--- src/pkg/tmr_pkg.sv ---
// Operation
// - Sixteen-bit count held as low and high byte, both read/write.
// - Counting advances only while enable bit 0 is set.
// - Bit 1 selects external pin clock (1) or internal Fosc/4 (0).
// - Internal: one step per instruction cycle; external: per rising edge.
// - External rising edges are ignored until one falling edge is seen.
// - Bits 5-4 prescale the input by 1, 2, 4 or 8.
// - Bit 2 set bypasses external synchronisation; ignored when internal.
// - Oscillator enable bit 3 forces both oscillator pins to inputs.
// - Enabled low-power oscillator keeps running during sleep.
// - Count wraps from FFFF to 0000; that wrap is overflow.
// - Overflow sets flag bit 0, held until software clears it.
// - Overflow interrupt raised only when enable bit 0 is set.
// - Compare mode 1011 special event trigger resets the count.
// - Trigger reset never sets the overflow flag.
// - A count write in the trigger cycle wins over the reset.
// - In trigger mode the compare value acts as the period.
package tmr_pkg;

  // Register indices; byte address is four times the index
  localparam logic [7:0] IDX_FLAGS = 8'h0c;
  localparam logic [7:0] IDX_CNT_L = 8'h0e;
  localparam logic [7:0] IDX_CNT_H = 8'h0f;
  localparam logic [7:0] IDX_CTRL  = 8'h10;
  localparam logic [7:0] IDX_CMP_L = 8'h15;
  localparam logic [7:0] IDX_CMP_H = 8'h16;
  localparam logic [7:0] IDX_MODE  = 8'h17;
  localparam logic [7:0] IDX_IEN   = 8'h8c;

  // Flag and enable bit positions
  localparam int BIT_OVF = 0;
  localparam int BIT_CMP = 2;
  localparam logic [7:0] IRQ_MASK = 8'h05;

  // Reset values
  localparam logic [7:0]  RST_CTRL = 8'h00;
  localparam logic [15:0] RST_CNT  = 16'h0000;
  localparam logic [15:0] CNT_MAX  = 16'hffff;
  localparam logic [3:0]  MODE_SPECIAL = 4'hb;

  // Instruction cycle is Fosc/4
  localparam int INSTR_DIV = 4;
  localparam logic [1:0] DIV_LAST = 2'(INSTR_DIV - 1);

  // Counter control register layout
  typedef struct packed {
    logic [1:0] rsv;
    logic [1:0] prescale;
    logic       osc_en;
    logic       sync_bypass;
    logic       clk_src;
    logic       enable;
  } tmr_ctrl_t;

  typedef enum logic {
    BUS_IDLE = 1'b0,
    BUS_ACK  = 1'b1
  } tmr_bus_st_t;

endpackage

--- src/rtl/tmr_counter.sv ---
// Decided for this implementation: the Avalon-MM interface to the registers.
`timescale 1ns/1ps
module tmr_counter (
  // Clock and reset
  input  wire logic        i_mclk,
  input  wire logic        i_rst_n,
  // Avalon-MM slave
  input  wire logic [9:0]  i_avs_address,
  input  wire logic        i_avs_read,
  input  wire logic        i_avs_write,
  input  wire logic [31:0] i_avs_writedata,
  input  wire logic [3:0]  i_avs_byteenable,
  output logic      [31:0] o_avs_readdata,
  output logic             o_avs_waitrequest,
  // Pins and port state
  input  wire logic        i_ext_clk,
  input  wire logic [1:0]  i_port_b_direction,
  input  wire logic        i_sleep,
  output logic      [1:0]  o_osc_pin_oe,
  output logic             o_aux_osc_run,
  // Interrupt
  output logic             o_irq
);

  ////////////////////////////////////////////////////////////////////
  // Bus slave
  tmr_pkg::tmr_bus_st_t st_r, st_nxt;
  logic        wreq_r, wreq_nxt;
  logic [31:0] rdat_r, rdat_nxt;
  logic [7:0]  idx;
  logic        req;
  logic        acc;
  logic        wr;
  logic [7:0]  wd;
  assign idx = i_avs_address[9:2];
  assign req = i_avs_read | i_avs_write;
  // Access completes in the cycle waitrequest is low
  assign acc = req & (st_r == tmr_pkg::BUS_ACK);
  assign wr  = acc & i_avs_write & i_avs_byteenable[0];
  assign wd  = i_avs_writedata[7:0];
  tmr_pkg::tmr_ctrl_t ctrl_r, ctrl_nxt;
  logic [15:0] cnt_r, cnt_nxt;
  logic [15:0] cmp_r, cmp_nxt;
  logic [3:0]  mode_r, mode_nxt;
  logic [7:0]  flg_r, flg_nxt;
  logic [7:0]  ien_r, ien_nxt;

  // One wait state: the read word is latched while waiting
  always_comb begin
    st_nxt   = st_r;
    wreq_nxt = 1'b1;
    rdat_nxt = rdat_r;
    case (st_r)
      tmr_pkg::BUS_IDLE: begin
        if (req) begin
          st_nxt   = tmr_pkg::BUS_ACK;
          wreq_nxt = 1'b0;
          rdat_nxt = 32'h0000_0000;
          case (idx)
            tmr_pkg::IDX_FLAGS: rdat_nxt[7:0] = flg_r;
            tmr_pkg::IDX_CNT_L: rdat_nxt[7:0] = cnt_r[7:0];
            tmr_pkg::IDX_CNT_H: rdat_nxt[7:0] = cnt_r[15:8];
            tmr_pkg::IDX_CTRL:  rdat_nxt[7:0] = ctrl_r;
            tmr_pkg::IDX_CMP_L: rdat_nxt[7:0] = cmp_r[7:0];
            tmr_pkg::IDX_CMP_H: rdat_nxt[7:0] = cmp_r[15:8];
            tmr_pkg::IDX_MODE:  rdat_nxt[3:0] = mode_r;
            tmr_pkg::IDX_IEN:   rdat_nxt[7:0] = ien_r;
            default:            rdat_nxt = 32'h0000_0000;
          endcase
        end
      end
      tmr_pkg::BUS_ACK: st_nxt = tmr_pkg::BUS_IDLE;
      default:          st_nxt = tmr_pkg::BUS_IDLE;
    endcase
  end

  always_ff @(posedge i_mclk or negedge i_rst_n) begin
    if (!i_rst_n) begin
      st_r   <= tmr_pkg::BUS_IDLE;
      wreq_r <= 1'b1;
      rdat_r <= 32'h0000_0000;
    end else begin
      st_r   <= st_nxt;
      wreq_r <= wreq_nxt;
      rdat_r <= rdat_nxt;
    end
  end

  assign o_avs_waitrequest = wreq_r;
  assign o_avs_readdata    = rdat_r;

  ////////////////////////////////////////////////////////////////////
  // Pin synchroniser and instruction-cycle divider
  logic       ext_s1_r, ext_s2_r, ext_q_r;
  logic [1:0] div_r, div_nxt;
  logic       cyc_en;
  logic       ext_rise;
  logic       ext_fall;
  // Two flops before any logic looks at the pin
  always_ff @(posedge i_mclk or negedge i_rst_n) begin
    if (!i_rst_n) begin
      ext_s1_r <= 1'b0;
      ext_s2_r <= 1'b0;
      ext_q_r  <= 1'b0;
    end else begin
      ext_s1_r <= i_ext_clk;
      ext_s2_r <= ext_s1_r;
      ext_q_r  <= ext_s2_r;
    end
  end

  assign ext_rise = ext_s2_r & ~ext_q_r;
  assign ext_fall = ~ext_s2_r & ext_q_r;

  // Divider runs always; sleep stops the instruction clock
  always_comb begin
    div_nxt = div_r + 2'h1;
  end

  always_ff @(posedge i_mclk or negedge i_rst_n) begin
    if (!i_rst_n) begin
      div_r <= 2'h0;
    end else begin
      div_r <= div_nxt;
    end
  end

  assign cyc_en = (div_r == tmr_pkg::DIV_LAST) & ~i_sleep;

  ////////////////////////////////////////////////////////////////////
  // Edge qualifying, prescaler and sync path
  logic       seen_r, seen_nxt;
  logic [2:0] ps_r, ps_nxt;
  logic       pend_r, pend_nxt;
  logic [2:0] ps_last;
  logic       src_edge;
  logic       pre_tick;
  logic       sync_md;
  logic       inc;

  assign ps_last = 3'((4'h1 << ctrl_r.prescale) - 4'h1);
  // Sync applies only to the external source
  assign sync_md = ctrl_r.clk_src & ~ctrl_r.sync_bypass;

  always_comb begin
    seen_nxt = seen_r;
    ps_nxt   = ps_r;
    pend_nxt = pend_r;
    src_edge = 1'b0;
    pre_tick = 1'b0;
    inc      = 1'b0;
    if (!ctrl_r.clk_src) begin
      seen_nxt = 1'b0;
    end else if (ext_fall) begin
      seen_nxt = 1'b1;
    end
    // Pick instruction cycle or pin edge
    if (ctrl_r.clk_src) begin
      src_edge = ext_rise & seen_r;
    end else begin
      src_edge = cyc_en;
    end
    if (ctrl_r.enable) begin
      if (src_edge) begin
        if (ps_r >= ps_last) begin
          ps_nxt   = 3'h0;
          pre_tick = 1'b1;
        end else begin
          ps_nxt = ps_r + 3'h1;
        end
      end
      // Synced edges wait for an instruction cycle
      if (sync_md) begin
        inc      = (pend_r | pre_tick) & cyc_en;
        pend_nxt = (pend_r | pre_tick) & ~cyc_en;
      end else begin
        inc      = pre_tick;
        pend_nxt = 1'b0;
      end
    end
  end

  always_ff @(posedge i_mclk or negedge i_rst_n) begin
    if (!i_rst_n) begin
      seen_r <= 1'b0;
      ps_r   <= 3'h0;
      pend_r <= 1'b0;
    end else begin
      seen_r <= seen_nxt;
      ps_r   <= ps_nxt;
      pend_r <= pend_nxt;
    end
  end

  ////////////////////////////////////////////////////////////////////
  // Count, compare trigger and control registers
  logic match_q_r, match_q_nxt;
  logic match;
  logic trig;
  logic ovf;
  logic wr_cnt;

  assign match  = (cnt_r == cmp_r);
  // Special event fires once per match
  assign trig   = (mode_r == tmr_pkg::MODE_SPECIAL) & match
                & ~match_q_r;
  assign wr_cnt = wr & ((idx == tmr_pkg::IDX_CNT_L) |
                        (idx == tmr_pkg::IDX_CNT_H));

  always_comb begin
    cnt_nxt     = cnt_r;
    ctrl_nxt    = ctrl_r;
    cmp_nxt     = cmp_r;
    mode_nxt    = mode_r;
    match_q_nxt = match & (mode_r == tmr_pkg::MODE_SPECIAL);
    ovf         = 1'b0;
    if (wr_cnt) begin
      if (idx == tmr_pkg::IDX_CNT_L) begin
        cnt_nxt[7:0] = wd;
      end else begin
        cnt_nxt[15:8] = wd;
      end
    end else if (trig) begin
      cnt_nxt = tmr_pkg::RST_CNT;
    // Wrap FFFF to 0000 is overflow
    end else if (inc) begin
      cnt_nxt = cnt_r + 16'h0001;
      ovf     = (cnt_r == tmr_pkg::CNT_MAX);
    end
    if (wr) begin
      case (idx)
        tmr_pkg::IDX_CTRL:  ctrl_nxt = {2'b00, wd[5:0]};
        tmr_pkg::IDX_CMP_L: cmp_nxt[7:0] = wd;
        tmr_pkg::IDX_CMP_H: cmp_nxt[15:8] = wd;
        tmr_pkg::IDX_MODE:  mode_nxt = wd[3:0];
        default:            mode_nxt = mode_r;
      endcase
    end
  end

  // Count is undefined at power-up on the part; cleared here
  always_ff @(posedge i_mclk or negedge i_rst_n) begin
    if (!i_rst_n) begin
      cnt_r     <= tmr_pkg::RST_CNT;
      ctrl_r    <= tmr_pkg::RST_CTRL;
      cmp_r     <= tmr_pkg::RST_CNT;
      mode_r    <= 4'h0;
      match_q_r <= 1'b0;
    end else begin
      cnt_r     <= cnt_nxt;
      ctrl_r    <= ctrl_nxt;
      cmp_r     <= cmp_nxt;
      mode_r    <= mode_nxt;
      match_q_r <= match_q_nxt;
    end
  end

  ////////////////////////////////////////////////////////////////////
  // Flags, enables and interrupt
  logic irq_r, irq_nxt;
  logic wr_flg;

  assign wr_flg = wr & (idx == tmr_pkg::IDX_FLAGS);

  // Set wins over a write-one clear in the same cycle
  always_comb begin
    flg_nxt = flg_r;
    ien_nxt = ien_r;
    if (wr_flg) begin
      flg_nxt = flg_r & ~(wd & tmr_pkg::IRQ_MASK);
    end
    if (ovf) begin
      flg_nxt[tmr_pkg::BIT_OVF] = 1'b1;
    end
    if (trig) begin
      flg_nxt[tmr_pkg::BIT_CMP] = 1'b1;
    end
    if (wr & (idx == tmr_pkg::IDX_IEN)) begin
      ien_nxt = wd & tmr_pkg::IRQ_MASK;
    end
    irq_nxt = |(flg_r & ien_r);
  end

  always_ff @(posedge i_mclk or negedge i_rst_n) begin
    if (!i_rst_n) begin
      flg_r <= 8'h00;
      ien_r <= 8'h00;
      irq_r <= 1'b0;
    end else begin
      flg_r <= flg_nxt;
      ien_r <= ien_nxt;
      irq_r <= irq_nxt;
    end
  end

  assign o_irq = irq_r;

  ////////////////////////////////////////////////////////////////////
  // Oscillator pins
  logic [1:0] oe_r, oe_nxt;
  logic       run_r, run_nxt;

  always_comb begin
    oe_nxt  = ctrl_r.osc_en ? 2'b00 : ~i_port_b_direction;
    run_nxt = ctrl_r.osc_en;
  end

  always_ff @(posedge i_mclk or negedge i_rst_n) begin
    if (!i_rst_n) begin
      oe_r  <= 2'b00;
      run_r <= 1'b0;
    end else begin
      oe_r  <= oe_nxt;
      run_r <= run_nxt;
    end
  end

  assign o_osc_pin_oe  = oe_r;
  assign o_aux_osc_run = run_r;
endmodule

--- config.mk ---
export PLATFORM = sky130hd
export DESIGN_NAME = tmr_counter
export DESIGN_NICKNAME = d
export VERILOG_FILES = /design/src/pkg/tmr_pkg.sv /design/src/rtl/tmr_counter.sv
export SDC_FILE = /design/constraint.sdc
export NUM_CORES = 1
export LEC_CHECK = 0
export ABC_AREA = 1
export BUFFER_PORTS_ARGS = -buffer_cell sky130_fd_sc_hd__buf_2
export CORE_ASPECT_RATIO = 0.75
export CORE_MARGIN = 5
export CORE_UTILIZATION = 49
export DETAILED_ROUTE_END_ITERATION = 8
export PLACE_DENSITY = 0.7
export SLEW_MARGIN = 25
export SYNTH_ARGS = -nofsm -noshare
export SYNTH_HDL_FRONTEND = slang
export SYNTH_SLANG_ARGS = --single-unit
--- constraint.sdc ---
create_clock -name i_mclk -period 4.9 [get_ports i_mclk]
set_clock_uncertainty 0.2 [all_clocks]
set_input_delay 0.49 -clock i_mclk [delete_from_list [all_inputs] [get_ports i_mclk]]
set_output_delay 0.49 -clock i_mclk [all_outputs]
set_load 0.02 [all_outputs]
==> impl_metrics.env <==
export IMPL_grt_max_degree=39
export IMPL_start_util_pct=50.3
export IMPL_cts_setup_buffers=0
export IMPL_drive_gt1_share_pct=12.0
export IMPL_grt_overflow_total=0
export IMPL_worst_pin_slew_ns=0.797
export IMPL_synth_seq_cells=71
export IMPL_cts_sinks=71
export IMPL_vias=4013
export IMPL_slew_viol_final=0
export IMPL_ir_drop_v=0.000233
export IMPL_numCtsBuffers=9
export IMPL_ys_types=35
export IMPL_synth_ff_type="dfrtp_1"
export IMPL_die_h_um=90.8
export IMPL_fin_area_mm2=0.00477
export IMPL_cts_tree="done"
export IMPL_fp_coreArea_mm2=0.00849
export IMPL_antenna_found_initial=0
export IMPL_drc_errors=0
export IMPL_power_share_clock_pct=50.8
export IMPL_async_flop_share_pct=100
export IMPL_rsz0062_at_grt="false"
export IMPL_finalSetupTns_ns=0
export IMPL_clk_pin_slew_ns=0.06
export IMPL_critPathRequiredTime_ns=4.97
export IMPL_status="completed"
export IMPL_cts_hold_fix_buffers=0
export IMPL_n_antenna_cell=0
export IMPL_arrival_ns=2.52
export IMPL_min_path_type="primary input to asynchronous set/reset pin"
export IMPL_synth_edf_count=0
export IMPL_ys_seq_area_share_pct=41.7
export IMPL_fin_util_pct=56.2
export IMPL_drt_wl_total_um=11600
export IMPL_fp_dieArea_mm2=0.0107
export IMPL_cap_violations=0
export IMPL_fin_crit_ns=2.45
export IMPL_switching_share_pct=24.2
export IMPL_pwr_share_seq_pct=42.9
export IMPL_root_buffer="clkbuf_16"
export IMPL_p_int_uw=1070
export IMPL_syn_to_final_growth_pct=11.8
export IMPL_p_per_area_mw_per_mm2=296
export IMPL_finalHoldViolations=0
export IMPL_syn_cell_area_mm2=0.00427
export IMPL_timing_fmax_mhz=408
export IMPL_wl_per_cell_um=15.3
export IMPL_grt_pass1_vias=3674
export IMPL_setup_viol=0
export IMPL_gp_congestion=0.993
export IMPL_grt_use_total_pct=22.2
export IMPL_place_area_mm2=0.00444
export IMPL_reg2reg_setup_slack_ns=2.45
export IMPL_relSlewSlack_pct=46.9
export IMPL_synth_warnings=0
export IMPL_worstSetupPathType="flip-flop to flip-flop"
export IMPL_nets=705
export IMPL_grt_pass1_wl_um=19200
export IMPL_worstSkewPairLatency_ns=0.34
export IMPL_p_total_uw=1410
export IMPL_ant_nets=0
export IMPL_num_rows=29
export IMPL_end_kind="flip-flop"
export IMPL_ctsLongestPathBuffers=2
export IMPL_cp_max_fo=19
export IMPL_final_cells=758
export IMPL_cp_start_kind="flip-flop"
export IMPL_die_w_um=118
export IMPL_pwr_share_comb_pct=6.3
export IMPL_first_iter_violations=376
export IMPL_htreeDepth=3
export IMPL_syn_mean_instance_area_um2=7.02
export IMPL_switchingPower_uw=342
export IMPL_power_leakage_uw=0.00256
export IMPL_period_share_pct=50.0
export IMPL_place_inst=742
export IMPL_dr_pass1_iters=5
export IMPL_dp_hpwl_um=8810
export IMPL_io_pins=91
export IMPL_io_buffers=37
export IMPL_synth_cells=608
export IMPL_vias_per_cell=5.29
export IMPL_cts_resized_gates=0
final cells by class:
type / instances / area, um2
Clock buffer: 9 / 225
Clock inverter: 7 / 103
Fill cell: 821 / 3720
Inverter: 76 / 285
Sequential cell: 71 / 1780
Timing Repair Buffer: 38 / 193
Multi-Input combinational cell: 449 / 2050
Tap cell: 108 / 135
routing by layer:
metal	wire length, um	part of all wire, %	track usage, %	vias up
li1	-	-	-	1963
met1	5500	48	33.4	1834
met2	4800	41	31.5	195
met3	1090	9.4	5.32	21
met4	187	1.6	6.11	0
met5	0	0	0	-
Yosys cell counts (2+ instances only):
master / instances / area (um2)
nor3_1: 8 / 40.0
xnor2_1: 6 / 52.6
nand4_1: 12 / 75.1
inv_1: 61 / 229
nand3_1: 49 / 245
inv_2: 12 / 45.0
o22ai_1: 5 / 31.3
o21ai_0: 25 / 125
nand2_1: 222 / 833
clkinv_1: 3 / 11.3
ha_1: 6 / 75.1
nor2_2: 3 / 18.8
a21oi_1: 12 / 60.1
o21ai_1: 29 / 145
clkbuf_1: 3 / 11.3
nand2_2: 5 / 31.3
nor2_1: 30 / 113
buf_4: 24 / 180
dfrtp_1: 70 / 1750
nor3b_1: 2 / 15.0
buf_2: 7 / 35.0
power by group through the flow:
stage | Sequential, uW | Clock [uW] | Combinational [uW]
finish | 605 | 717 | 88.7
global route | 606 | 755 | 99.9
CTS | 605 | 729 | 89.0
detailed placement | 616 | 0 | 88.8
global placement | 615 | 0 | 86.1
floorplan | 616 | 0 | 63.7
cells by family (layout without fill, tap and decap cells):
family | count (synthesis) | after routing | share of synthesized area [%]
AO/OA/AOI/OAI | 76 | 76 | 9.35
XOR/XNOR | 7 | 7 | 1.44
adder cells (fa/ha/maj) | 6 | 6 | 1.76
buffers and inverters | 111 | 130 | 12.3
flip-flops | 71 | 71 | 41.7
other | 1 | 24 | 0.0879
AND/OR/NAND/NOR | 336 | 336 | 33.5
metrics by stage:
stage,hold slack [ns],setup slack (ns)
final,0.0409,2.45
after detailed placement,0.146,2.37
after global routing,0.0557,2.23
after CTS,0.0496,2.45
after floorplan,-0.00559,2.86
after global placement,0.133,2.41
registers in the layout, indices dropped and copies added, names as in the netlist, 2 cells and up:
register and cells:
o_avs_readdata 8, ctrl_r 5, cmp_r 16, mode_r 4
cnt_r 16, flg_r 2, ps_r 3, ien_r 2
o_osc_pin_oe 2, div_r 2
critical path, cell delays in order (launching register included):
cell and delay, ns:
dfrtp_1 0.50, inv_2 0.07, nand2_1 0.11, nand2_1 0.07
nor2_1 0.14, nand2_1 0.10, nor2_2 0.14, nand4_4 0.31
nand2_2 0.21, nand2_4 0.16, nand2_2 0.23, nand2_1 0.08
nand2_1 0.06
placed cells by master (no fill, tap or decap), types with 9 or more instances in the layout:
cell       synthesis  layout
nand3_1           49      49
clkbuf_16          0       9
buf_2              7      37
nand2_1          222     222
a21oi_1           12      12
inv_2             12      12
inv_1             61      61
nor2_1            30      30
dfrtp_1           70      70
o21ai_0           25      24
o21ai_1           29      30
conb_1             1      24
nand4_1           12      12
path summary, 6_finish.rpt:
kind | startpoint | endpoint | depth (start not counted)
setup / recovery | cnt_r[13]$_DFFE_PN0P_ | cnt_r[14]$_DFFE_PN0P_ | 12
hold reg to reg | ext_s1_r$_DFF_PN0_ | ext_s2_r$_DFF_PN0_ | 0
max in group asynchronous | i_rst_n | o_avs_waitrequest$_DFF_PN1_ | 2
min in group i_mclk | i_ext_clk | ext_s1_r$_DFF_PN0_ | 1
setup reg to reg | cnt_r[13]$_DFFE_PN0P_ | cnt_r[14]$_DFFE_PN0P_ | 12
hold / removal | i_rst_n | ext_q_r$_DFF_PN0_ | 1
Note: power is estimated with default switching activity, not from simulation.
